`config.mk`:
```
export PLATFORM = sky130hd
export DESIGN_NAME = cctpm_top
export DESIGN_NICKNAME = d
export VERILOG_FILES = /design/src/core/cctpm_pkg.sv /design/src/core/cctpm_edge.sv /design/src/core/cctpm_top.sv
export SDC_FILE = /design/constraint.sdc
export NUM_CORES = 1
export LEC_CHECK = 0
export ABC_AREA = 1
export BUFFER_PORTS_ARGS = -buffer_cell sky130_fd_sc_hd__buf_4
export CORE_ASPECT_RATIO = 1.25
export CORE_MARGIN = 4
export CORE_UTILIZATION = 55
export CTS_CLUSTER_SIZE = 12
export DETAILED_ROUTE_END_ITERATION = 8
export GPL_ROUTABILITY_DRIVEN = 0
export PLACE_DENSITY = 0.9
export SLEW_MARGIN = 20
export SYNTH_ARGS = -nofsm -noshare
export SYNTH_HDL_FRONTEND = slang
export SYNTH_SLANG_ARGS = --single-unit
export TNS_END_PERCENT = 10
```
`constraint.sdc`:
```
create_clock -name mclk_in -period 2 [get_ports mclk_in]
set_clock_uncertainty 0.05 [all_clocks]
set_input_delay 0.1 -clock mclk_in [delete_from_list [all_inputs] [get_ports mclk_in]]
set_output_delay 0.1 -clock mclk_in [all_outputs]
set_load 0.02 [all_outputs]
```
`src/core/cctpm_pkg.sv`:
```
package cctpm_pkg;
  localparam int          CNT_W        = 16;
  localparam logic [7:0]  OFS_CTRL     = 8'h00;
  localparam logic [7:0]  OFS_OPTION   = 8'h04;
  localparam logic [7:0]  OFS_EDGE_SEL = 8'h08;
  localparam logic [7:0]  OFS_CCR0     = 8'h0c;
  localparam logic [7:0]  OFS_CCR1     = 8'h10;
  localparam logic [7:0]  OFS_COUNT    = 8'h14;
  localparam logic [7:0]  OFS_BIT_CLR  = 8'h18;
  // control_reg_0 fields
  localparam int          CTRL_CE_BIT  = 0;
  localparam int          CTRL_MODE_LO = 1;
  // option_reg_0 fields
  localparam int          OPT_FLAG_BIT = 0;
  localparam int          OPT_CS0_BIT  = 4;
  localparam int          OPT_CS1_BIT  = 5;
  localparam logic [2:0]  MODE_FREE    = 3'h5;
  localparam logic [2:0]  MODE_PULSE   = 3'h6;
  localparam logic [1:0]  EDGE_NONE    = 2'h0;
  localparam logic [1:0]  EDGE_RISE    = 2'h1;
  localparam logic [1:0]  EDGE_FALL    = 2'h2;
  localparam logic [1:0]  EDGE_BOTH    = 2'h3;
  localparam logic [15:0] CNT_MAX      = 16'hffff;
  localparam logic [15:0] CNT_ZERO     = 16'h0000;
  localparam logic [2:0]  MODE_RESET   = 3'h0;

  typedef struct packed {
    logic [7:0]  addr;
    logic [31:0] wdata;
    logic        wr;
    logic        rd;
  } cctpm_bus_t;

  typedef struct packed {
    logic                  ce;
    logic [2:0]            mode;
    logic [1:0]            cs;
    logic [3:0]            es;
    logic                  flag;
    logic [CNT_W-1:0]      cnt;
    logic [1:0][CNT_W-1:0] ccr;
    logic [1:0]            tout;
    logic [1:0]            cc_irq;
    logic                  ov_irq;
    logic [31:0]           rdata;
  } cctpm_state_t;

  typedef struct packed {
    logic s1;
    logic s2;
    logic prev;
  } cctpm_edge_state_t;
endpackage

```
`src/core/cctpm_edge.sv`:
```
`timescale 1ns/1ps
module cctpm_edge (
  input  wire logic       mclk_in,
  input  wire logic       reset_in,
  input  wire logic       clk_en_in,
  input  wire logic       pin_in,
  input  wire logic [1:0] edge_sel_in,
  output logic            edge_out
);
  import cctpm_pkg::*;

  cctpm_edge_state_t st_q;
  cctpm_edge_state_t st_d;

  // s1 feeds only s2; detection looks at s2 and prev
  always_comb begin
    st_d      = st_q;
    st_d.s1   = pin_in;
    st_d.s2   = st_q.s1;
    st_d.prev = st_q.s2;
  end

  always_comb begin
    case (edge_sel_in)
      EDGE_RISE: edge_out = st_q.s2 & ~st_q.prev;
      EDGE_FALL: edge_out = ~st_q.s2 & st_q.prev;
      EDGE_BOTH: edge_out = st_q.s2 ^ st_q.prev;
      default:   edge_out = 1'b0;
    endcase
  end

  always_ff @(posedge mclk_in) begin
    if (reset_in) begin
      st_q <= '0;
    end else if (clk_en_in) begin
      st_q <= st_d;
    end
  end
endmodule

```
`src/core/cctpm_top.sv`:
```
`timescale 1ns/1ps
// Behaviour
// - mode 110 plus count enable starts pulse measure
// - pulse mode edge: capture, clear counter, interrupt
// - captured value stays readable after interrupt
// - pulse mode overflow: interrupt, wrap, flag set
// - free-run: two compare intervals, own interrupts
// - free-run: two independent capture measurements
// - flag cleared by bit clear or option write with flag bit 0
// - overflow set beats simultaneous software clear
// - per-register compare or capture select bits
// - compare match: interrupt and toggle timer output
// - free-run capture: copy counter, interrupt, no clear
// - free-run overflow: interrupt, wrap, flag set
module cctpm_top (
  input  wire logic                 mclk_in,
  input  wire logic                 reset_in,
  input  wire logic                 clk_en_in,
  input  wire cctpm_pkg::cctpm_bus_t bus_in,
  output logic [31:0]               rdata_out,
  input  wire logic [1:0]           capture_input_in,
  output logic [1:0]                match_capture_irq_out,
  output logic                      wrap_irq_out,
  output logic [1:0]                timer_output_out
);
  import cctpm_pkg::*;

  cctpm_state_t st_q;
  cctpm_state_t st_d;
  logic [1:0]   edge_hit;

  for (genvar i = 0; i < 2; i++) begin : g_edge
    cctpm_edge u_edge (
      .mclk_in     (mclk_in),
      .reset_in    (reset_in),
      .clk_en_in   (clk_en_in),
      .pin_in      (capture_input_in[i]),
      .edge_sel_in (st_q.es[2*i +: 2]),
      .edge_out    (edge_hit[i])
    );
  end

  // bus decode
  logic             ctrl_wr;
  logic             opt_wr;
  logic             es_wr;
  logic             bclr_wr;
  logic [1:0]       ccr_wr;
  logic [2:0]       new_mode;

  // mode and event decode
  logic             free_mode;
  logic             pulse_mode;
  logic             tick;
  logic [1:0]       cap_mode;
  logic [1:0]       cap_ev;
  logic [1:0]       cmp_ev;
  logic             any_cap;
  logic             at_top;
  logic             ovf_ev;
  logic             clr_by_bit;
  logic             clr_by_opt;
  logic             flag_clr;
  logic             start_free;
  logic [CNT_W-1:0] cnt_inc;

  // read path
  logic [31:0]      rd_word;

  // writes and reads are one-cycle strobes, never both at once
  always_comb begin
    ctrl_wr   = bus_in.wr & (bus_in.addr == OFS_CTRL);
    opt_wr    = bus_in.wr & (bus_in.addr == OFS_OPTION);
    es_wr     = bus_in.wr & (bus_in.addr == OFS_EDGE_SEL);
    bclr_wr   = bus_in.wr & (bus_in.addr == OFS_BIT_CLR);
    ccr_wr[0] = bus_in.wr & (bus_in.addr == OFS_CCR0);
    ccr_wr[1] = bus_in.wr & (bus_in.addr == OFS_CCR1);
    new_mode  = bus_in.wdata[CTRL_MODE_LO +: 3];
  end

  always_comb begin
    free_mode  = (st_q.mode == MODE_FREE);
    pulse_mode = (st_q.mode == MODE_PULSE);
    tick       = st_q.ce & (free_mode | pulse_mode);
    for (int m = 0; m < 2; m++) begin
      cap_mode[m] = pulse_mode | (free_mode & st_q.cs[m]);
      cap_ev[m]   = tick & cap_mode[m] & edge_hit[m];
      cmp_ev[m]   = tick & free_mode & ~st_q.cs[m] & (st_q.cnt == st_q.ccr[m]);
    end
    any_cap    = |cap_ev;
    at_top     = (st_q.cnt == CNT_MAX);
    // in pulse mode an edge at the top count restarts from zero, no overflow
    ovf_ev     = tick & at_top & ~(pulse_mode & any_cap);
    clr_by_bit = bclr_wr & bus_in.wdata[OPT_FLAG_BIT];
    clr_by_opt = opt_wr & ~bus_in.wdata[OPT_FLAG_BIT];
    flag_clr   = clr_by_bit | clr_by_opt;
    start_free = ctrl_wr & bus_in.wdata[CTRL_CE_BIT] & ~st_q.ce & (new_mode == MODE_FREE);
    cnt_inc    = st_q.cnt + CNT_W'(1);
  end

  // unmapped and write-only offsets read zero
  always_comb begin
    rd_word = '0;
    case (bus_in.addr)
      OFS_CTRL:     rd_word = {28'h0000000, st_q.mode, st_q.ce};
      OFS_OPTION:   rd_word = {26'h0000000, st_q.cs, 3'h0, st_q.flag};
      OFS_EDGE_SEL: rd_word = {28'h0000000, st_q.es};
      OFS_CCR0:     rd_word = {16'h0000, st_q.ccr[0]};
      OFS_CCR1:     rd_word = {16'h0000, st_q.ccr[1]};
      OFS_COUNT:    rd_word = {16'h0000, st_q.cnt};
      default:      rd_word = '0;
    endcase
  end

  always_comb begin
    st_d = st_q;

    // counter: wraps at the top, restarts on a pulse-mode capture
    if (tick) begin
      if (pulse_mode & any_cap) begin
        st_d.cnt = CNT_ZERO;
      end else if (at_top) begin
        st_d.cnt = CNT_ZERO;
      end else begin
        st_d.cnt = cnt_inc;
      end
    end
    // stopping also zeroes the count, so a restart begins from the bottom
    if (ctrl_wr & ~bus_in.wdata[CTRL_CE_BIT]) begin
      st_d.cnt = CNT_ZERO;
    end

    // capture wins over software writes to the same register
    for (int m = 0; m < 2; m++) begin
      if (ccr_wr[m]) begin
        st_d.ccr[m] = bus_in.wdata[CNT_W-1:0];
      end
      if (cap_ev[m]) begin
        st_d.ccr[m] = st_q.cnt;
      end
    end

    // interrupts are single-cycle pulses
    for (int m = 0; m < 2; m++) begin
      st_d.cc_irq[m] = cap_ev[m] | cmp_ev[m];
    end
    st_d.ov_irq = ovf_ev;

    // outputs toggle on match and invert together when free-run starts
    for (int m = 0; m < 2; m++) begin
      if (cmp_ev[m]) begin
        st_d.tout[m] = ~st_q.tout[m];
      end
    end
    if (start_free) begin
      st_d.tout = ~st_q.tout;
    end

    // set wins over a clear in the same cycle
    st_d.flag = ovf_ev | (st_q.flag & ~flag_clr);

    // configuration registers
    if (ctrl_wr) begin
      st_d.ce   = bus_in.wdata[CTRL_CE_BIT];
      st_d.mode = new_mode;
    end
    if (opt_wr) begin
      st_d.cs = {bus_in.wdata[OPT_CS1_BIT], bus_in.wdata[OPT_CS0_BIT]};
    end
    if (es_wr) begin
      st_d.es = bus_in.wdata[3:0];
    end

    // read data stands one cycle only
    st_d.rdata = bus_in.rd ? rd_word : 32'h00000000;
  end

  always_ff @(posedge mclk_in) begin
    if (reset_in) begin
      st_q <= '0;
    end else if (clk_en_in) begin
      st_q <= st_d;
    end
  end

  assign rdata_out             = st_q.rdata;
  assign match_capture_irq_out = st_q.cc_irq;
  assign wrap_irq_out          = st_q.ov_irq;
  assign timer_output_out      = st_q.tout;
endmodule

```
Yosys cells after proc, flatten, opt, wreduce, memory -nomap -nowiden
Index checks and enable logic that the tools add are counted.

cells by class
  add/subtract/negate cells = 1
  multiply operators = 0
  divide/modulo/power cells = 0
  order comparisons = 0
  eq/ne operators = 18
  shifts and indexed selects = 0
  muxes and demuxes = 15
  bitwise logic cells = 54
  reductions and logical operators = 15

operator list
  cell                                                                    count
  16-bit 2-to-1 mux                                                       8
  16-bit case mux with 6 select lines                                     1
  1-bit AND                                                               32
  16-bit equality test                                                    2
  32-bit 2-to-1 mux                                                       1
  8-bit by 5-bit equality test with 1-bit output (second input constant)  3
  16-bit by 1-bit adder with 16-bit output (second input constant)        1
  16-bit equality test (second input constant)                            1
  8-bit by 4-bit equality test with 1-bit output (second input constant)  2
  2-bit AND reduction                                                     8
  1-bit NOT                                                               12
  2-bit nonzero test                                                      5
  3-bit equality test (second input constant)                             3
  2-bit equality test (second input constant)                             4
  8-bit by 3-bit equality test with 1-bit output (second input constant)  1
  8-bit zero test                                                         1
  1-bit bitwise OR                                                        7
  1-bit case mux with 3 select lines                                      2
  2-bit by 1-bit equality test with 1-bit output (second input constant)  2
  1-bit 2-to-1 mux                                                        2
  2-bit 2-to-1 mux                                                        1
  2-bit NOT                                                               1
  2-bit OR reduction                                                      1
  1-bit bitwise XOR                                                       2

storage, ports and cells
  register bits after elaboration = 102
  bits in latches = 0
  memory bits (writable) = 0
  bits in read-only memories = 0
  input port bits = 47
  output and inout bits = 37
  memories = 0

Depth between registers and ports, before layout
Gate-level depths: netlist of the first run.

  depth after elaboration = 10
  mapped depth = 12

Modules after synthesis
Synthesis of the first run repeated with hierarchy kept, for this count alone.

second synthesis, totals
  cells, all modules = 828
  area total of the unflattened synthesis = 5226.3 um2

modules (own cells, without submodules)
  module      instances  cells an instance  area each (um2)  seq. area each (um2)
  cctpm_top   1          778                4888.4           1601.5
  cctpm_edge  2          25                 168.9            60.1

Worst setup path after synthesis of the first run
OpenSTA, ideal clock, no wires.

  path kind = reg2reg
  start point = reg g_edge[1].u_edge.st_q (netlist bit g_edge[1].u_edge.st_d[0])
  end point = reg st_q[60] (netlist name)
  library setup time = 0.113 ns
  arrival time = 1.587 ns
  data required time = 1.837 ns
  path slack = 0.250 ns
  stages on the path, launching flop included = 12
  path buffers = 1
  period minus slack after synthesis = 1.750 ns
  cells stage by stage = dfxtp_1 -> inv_1 -> ha_1 -> nand2_1 -> nand2_1 -> o21ai_1 -> nand3_2 -> o22ai_4 -> inv_2 -> buf_6 -> nor2_1 -> nor2_1

between the ends
  word-level cells in the longest chain between the ends = 6
  elaborated cells between the ends (all ways) = 9

ends and longest elaborated chain
  what                                  line              RTL
  start: declaration                    cctpm_edge.sv:12  cctpm_edge_state_t st_q;
  start signal: assignment              cctpm_edge.sv:36  st_q <= st_d;
  1-bit NOT                             cctpm_edge.sv:26  EDGE_FALL: edge_out = ~st_q.s2 & st_q.prev;
  1-bit AND                             cctpm_edge.sv:26
  1-bit case mux with 3 select lines *  cctpm_edge.sv:24  case (edge_sel_in)
  1-bit AND *                           cctpm_top.sv:87   cap_ev[m] = tick & cap_mode[m] & edge_hit[m];
  2-bit nonzero test (no line)          n/a
  2-bit AND reduction (no line)         n/a
  end signal: assignment                cctpm_top.sv:182  st_q <= st_d;
  end: declaration                      cctpm_top.sv:28   cctpm_state_t st_q;

Mark *: on every way between the ends. The rest lies on a longest branch, timed or not.
A chain may end at the register's enable or synchronous reset.

Final worst setup path of the first run
  start point = reg g_edge[1].u_edge.st_q (netlist bit g_edge[1].u_edge.st_d[0])
  end point = reg st_q[69] (netlist name)

between the ends
  word-level cells in the longest chain between the ends = 9
  elaborated cells between the ends (all ways) = 11

ends and longest elaborated chain
  what                                  line              RTL
  1-bit NOT                             cctpm_edge.sv:26
  1-bit AND                             cctpm_edge.sv:26
  1-bit case mux with 3 select lines *  cctpm_edge.sv:24
  1-bit AND *                           cctpm_top.sv:87
  2-bit OR reduction *                  cctpm_top.sv:90   any_cap = |cap_ev;
  1-bit AND *                           cctpm_top.sv:120  if (pulse_mode & any_cap) begin
  16-bit 2-to-1 mux *                   cctpm_top.sv:120
  16-bit 2-to-1 mux *                   cctpm_top.sv:119  if (tick) begin
  16-bit 2-to-1 mux *                   cctpm_top.sv:129  if (ctrl_wr & ~bus_in.wdata[CTRL_CE_BIT]) begin

Mark *: on every way between the ends. The rest lies on a longest branch, timed or not. The select of a mux whose other input is x is not followed.

==> results of run 1 <==
flip-flops by register name, indices dropped and copies added, names as in the netlist:
signal / cells
timer_output_out: 2
match_capture_irq_out: 2
wrap_irq_out: 1
g_edge.u_edge.st_d: 4
g_edge.u_edge.st_q: 2
rdata_out: 16
st_q: 59
worst register-to-register path, stage by stage (launching register included):
cell and delay, ns:
dfxtp_1 0.34, inv_1 0.07, ha_1 0.29, nand2_1 0.07
nand2_1 0.06, o21ai_2 0.17, nand3_2 0.16, nand2_1 0.13
nand2_2 0.12, buf_4 0.16, a21oi_1 0.17, nor2_1 0.07
cell type report:
class,instances,area [µm²]
fill,828,3370
multi-input combinational,648,2980
sequential,86,1720
timing repair buffer,86,666
inverter,87,327
clock buffer,11,243
tap,126,158
clock inverter,4,95.1
where the power goes:
| group | switching [mW] | total, mW | internal [mW] |
|---|---|---|---|
| Combinational | 0.152 | 0.235 | 0.0836 |
| Sequential | 0.00647 | 1.73 | 1.72 |
| Clock | 0.678 | 1.92 | 1.25 |
per-layer routing:
layer,part of all wire (%),track usage (%)
met5,0,0
met4,5.2,17.0
met3,12,5.86
met2,47,47.0
met1,36,36.7
cells in the final DEF (no fill, tap or decap), types with 11 or more instances in the layout:
cell type / count
o21ai_0: 75
nor3_1: 12
dfxtp_1: 85
o21ai_1: 34
nand2_1: 227
buf_4: 80
conb_1: 16
nand4_1: 11
nor2_1: 126
nand3_1: 50
inv_1: 79
a21oi_1: 47
worst paths after layout:
kind                             from      endpoint  slack (ns)
max reg2reg  g_edge[1].u_edge.st_d[0]      st_q[69]        0.01
min                         bus_in[4]      st_q[88]        0.01
min reg2reg              rdata_out[3]  rdata_out[3]        0.42
max          g_edge[1].u_edge.st_d[0]      st_q[69]        0.01
cells by family (layout without fill, tap and decap cells):
| kind of cell | after synthesis | after routing | share of synthesized area, % |
|---|---|---|---|
| AND/OR/NAND/NOR | 443 | 443 | 34.1 |
| AO/OA/AOI/OAI | 175 | 175 | 17.3 |
| buffers and inverters | 156 | 188 | 13.9 |
| flip-flops | 86 | 86 | 32.0 |
| XOR/XNOR | 9 | 9 | 1.47 |
| adder cells (fa/ha/maj) | 5 | 5 | 1.16 |
| other | 1 | 16 | 0.0697 |
timing repair:
item,CTS,global route
endpoints found under the setup margin,0,37
hold buffers,2,0
gates resized for setup,0,10
setup buffers,0,1
hold endpoints to repair,2,0
==> run metrics, run 1 <==
Arr. time, crit path=2.17 ns; core area=9560 µm²; WL final=16.8 mm; # setup viols final=0; root buffer cell=clkbuf_16; WHS=0.0106 ns; yosys warns=0; DRT iter0 DRCs=878; placed cells=1030; Leak=2.83 nW; Design Power=3.89 mW; Hold Crit Depth=3; initial antenna violation count=0; clk slew on worst S/H paths=0.06 ns; crit end category=register; crit-path leading delay family=simple AND/OR/NAND/NOR gates; row count=40; Routed Antenna Nets=0; placed inst area=5790 µm²; FF+latch count, synth=86; routed len/inst=16.1 µm; Synth area leader=dfxtp_1; setup slack at placement=0.0619 ns; Initial DRT Pass Iterations=5; pin slew with the least headroom to its limit=0.531 ns; drt drc=0; period utilization=99.3%; Hold Crit Class=in2reg; die height=119 µm; Layout Nets=970; Cell Chain, Critical Path=inv_1, ha_1, nand2_1, nand2_1, o21ai_2, nand3_2, nand2_1, nand2_2, buf_4, a21oi_1, nor2_1; htree depth=3; CP bufs+invs=2; fin. max-slew vios=0; peak supply drop=0.330 mV; number of primary I/O pins=84; power per cell area=628 nW/µm²; Synth top cells by count=nand2_1, nor2_1, dfxtp_1; sequential fraction of the synthesis area=32.0%; clk_lat worst skew=0.35 ns; initial core utilization=56.2%; Slowest-stage cell, CP=dfxtp_1; number of enable flip-flop cells after synthesis=0; critical-path maximum fanout=5; Port Buffers=51; Area contributors post-synth=dfxtp_1, nand2_1, nor2_1; Slew headroom=64.6%; max_cap viols=0; top-count cell post-synth=nand2_1; Synth cell types=35; Antenna Cells=0; Finished Layout Cells=1048; Synth top area share=32.0%; FMAX=503 MHz; Reg2Reg Depth=11; post-detailed-route via-to-cell ratio=5.80; Overflow after GRT=0; Cell Area, Synth=5380 µm²; Synth Flop Type=dfxtp_1; Layout Utilization=64.8%; final hold viol count=0; Setup TNS Final=0 ns; TritonCTS Buffers=9; Req. time, crit path=2.18 ns; CTS tree=done; Async S/R FF share, synth=0%; final worst slack=0.0136 ns; Avg Inst Size Synth=6.14 µm²; share of layout cells above drive strength 1=13.3%; first-pass GRT wire length=26.4 mm; clock net sink count=86; DIE WIDTH=96.4 µm; largest net degree at the start of global routing=57; Cells after Synth=875; clk buf depth=2; overall global routing resource usage=29.7%; CP Class=reg2reg; Die ar.=11400 µm²; post-DP HPWL=11.9 mm; Area Overhead vs Synth=15.2%; Crit path depth=11; Most common cell on crit path=nand2_1; final instance area=6190 µm²; minimum clock period=1.99 ns; vias=6077; vias in the first global route=5452; outcome=finished, final reports clean; Crit path largest cell delay=0.34 ns; CP Launch Type=register
Note: power is estimated with default switching activity, not from simulation.
==> inputs of run 2 (changes only) <==
--- a/config.mk
+++ b/config.mk
@@ -9,11 +9,11 @@
 export BUFFER_PORTS_ARGS = -buffer_cell sky130_fd_sc_hd__buf_4
 export CORE_ASPECT_RATIO = 1.25
 export CORE_MARGIN = 4
-export CORE_UTILIZATION = 55
+export CORE_UTILIZATION = 32
 export CTS_CLUSTER_SIZE = 12
 export DETAILED_ROUTE_END_ITERATION = 8
 export GPL_ROUTABILITY_DRIVEN = 0
-export PLACE_DENSITY = 0.9
+export PLACE_DENSITY = 0.62
 export SLEW_MARGIN = 20
 export SYNTH_ARGS = -nofsm -noshare
 export SYNTH_HDL_FRONTEND = slang
==> run 2 against run 1 <==
  * Clock-buffer cell count shrank 1
  * Sequential power is essentially flat
  * Global-route usage shrank 11 points
  * Critical endpoint is now st_q[55]
==> run metrics, run 2 (synthesized netlist as in run 1, its figures left out) <==
Fill cells=1787; max_cap viols=0; clk buf depth=2; Finished Layout Cells=1146; crit end category=register; period utilization=94.3%; routed len/inst=15.5 µm; vias in the first global route=5362; Layout Nets=977; Design Power=3.80 mW; drt drc=0; Leak=2.86 nW; Hold Crit Depth=3; critical-path maximum fanout=8; Req. time, crit path=2.24 ns; first-pass GRT wire length=27.9 mm; RSZ-0062 raised after global routing=yes; Port Buffers=51; most common cell after layout, fill and taps aside=nand2_1; sequential cell area=1720 µm²; Antenna Cells=0; outcome=finished, final reports clean; Reg2Reg Depth=12; Die ar.=19000 µm²; P_int=2.91 mW; core area=16300 µm²; DRT iter0 DRCs=438; power per cell area=594 nW/µm²; final hold viol count=0; root buffer cell=clkbuf_16; peak supply drop=0.489 mV; largest net degree at the start of global routing=41; row count=52; pin slew with the least headroom to its limit=0.567 ns; number of primary I/O pins=84; TritonCTS Buffers=9; overall global routing resource usage=18.8%; minimum clock period=1.89 ns; htree depth=3; placed inst area=5950 µm²; most flop-heavy register=st_q; area of the multi-input gates=2990 µm²; Layout Utilization=39.2%; most frequent cells in the layout=nand2_1, nor2_1, dfxtp_1; # setup viols final=0; Routed Antenna Nets=0; DIE WIDTH=124 µm; power share of the combinational group=6.5%; switch share=23.5%; clk slew on worst S/H paths=0.07 ns; WL final=17.8 mm; share of layout cells above drive strength 1=14.0%; initial core utilization=32.9%; FMAX=530 MHz; fin. max-slew vios=0; CP Class=reg2reg; Hold Crit Class=in2reg; Arr. time, crit path=2.12 ns; CTS tree=done; Area Overhead vs Synth=19.0%; flip-flop count of the largest register after layout=59; power share of the clock group=47.9%; vias=5782; clk_lat worst skew=0.35 ns; placed cells=1122; die height=153 µm; Overflow after GRT=0; final instance area=6400 µm²; Initial DRT Pass Iterations=5; post-DP HPWL=13.1 mm; post-detailed-route via-to-cell ratio=5.05; initial antenna violation count=0; clock net sink count=86; sequential share of power=45.5%; CP Launch Type=register; Slew headroom=62.1%; Psw=0.892 mW
run 2: final timing paths:
| kind | from | endpoint | slack, ns |
|---|---|---|---|
| min | bus_in[3] | st_q[87] | 0.03 |
| min reg2reg | rdata_out[13] | rdata_out[13] | 0.41 |
| max reg2reg | g_edge[1].u_edge.st_d[0] | st_q[55] | 0.11 |
| max | g_edge[1].u_edge.st_d[0] | st_q[55] | 0.11 |
run 2: critical path: stages, from the launching register on:
cell	delay, ns
dfxtp_2	0.34
inv_2	0.06
ha_4	0.22
nand2_1	0.06
nand2_1	0.06
o21ai_2	0.15
nand3_2	0.10
buf_6	0.15
o22ai_4	0.16
buf_6	0.14
clkbuf_16	0.15
o21ai_0	0.07
nor2_1	0.10
run 2: power groups by stage:
stage               clock network, mW  logic (mW)  registers [mW]
CTS                              1.85       0.243            1.73
global route                     1.91       0.275            1.73
global placement                    0       0.236            1.77
floorplan                           0       0.162            1.77
detailed placement                  0       0.237            1.77
finish                           1.82       0.248            1.73
run 2: cell type report:
type                       instances  share of cell area, %
tap                              216                   4.22
clock inverter                     6                   1.35
clock buffer                      10                   3.58
inverter                          87                   5.18
timing repair buffer              93                   12.1
multi-input combinational        648                   46.7
sequential                        86                   26.9
run 2: layer usage:
metal  part of all wire (%)  vias up  global-route usage (%)
met3                    6.3       56                    3.07
met1                     42     2642                    23.2
li1                       -     2871                       -
met4                    4.1        0                    8.72
met5                      0        -                       0
met2                     47      213                    31.6
run 2: what timing repair did:
action | CTS | global route
gates cloned | 0 | 1
pin swaps | 0 | 5
setup buffers | 0 | 4
hold buffers | 3 | 0
gates resized for setup | 1 | 16
setup endpoints to repair | 1 | 44
hold endpoints to repair | 3 | 0
run 2: through the flow:
step / TNS [ns] / hold WS [ns] / setup slack [ns]
floorplan: 0 / 0.185 / 0.250
global placement: 0 / 0.279 / 0.107
detailed placement: 0 / 0.277 / 0.0290
CTS: 0 / 0.0333 / 0.0577
global route: -0.0363 / 0.0596 / -0.0122
finish: 0 / 0.0340 / 0.114
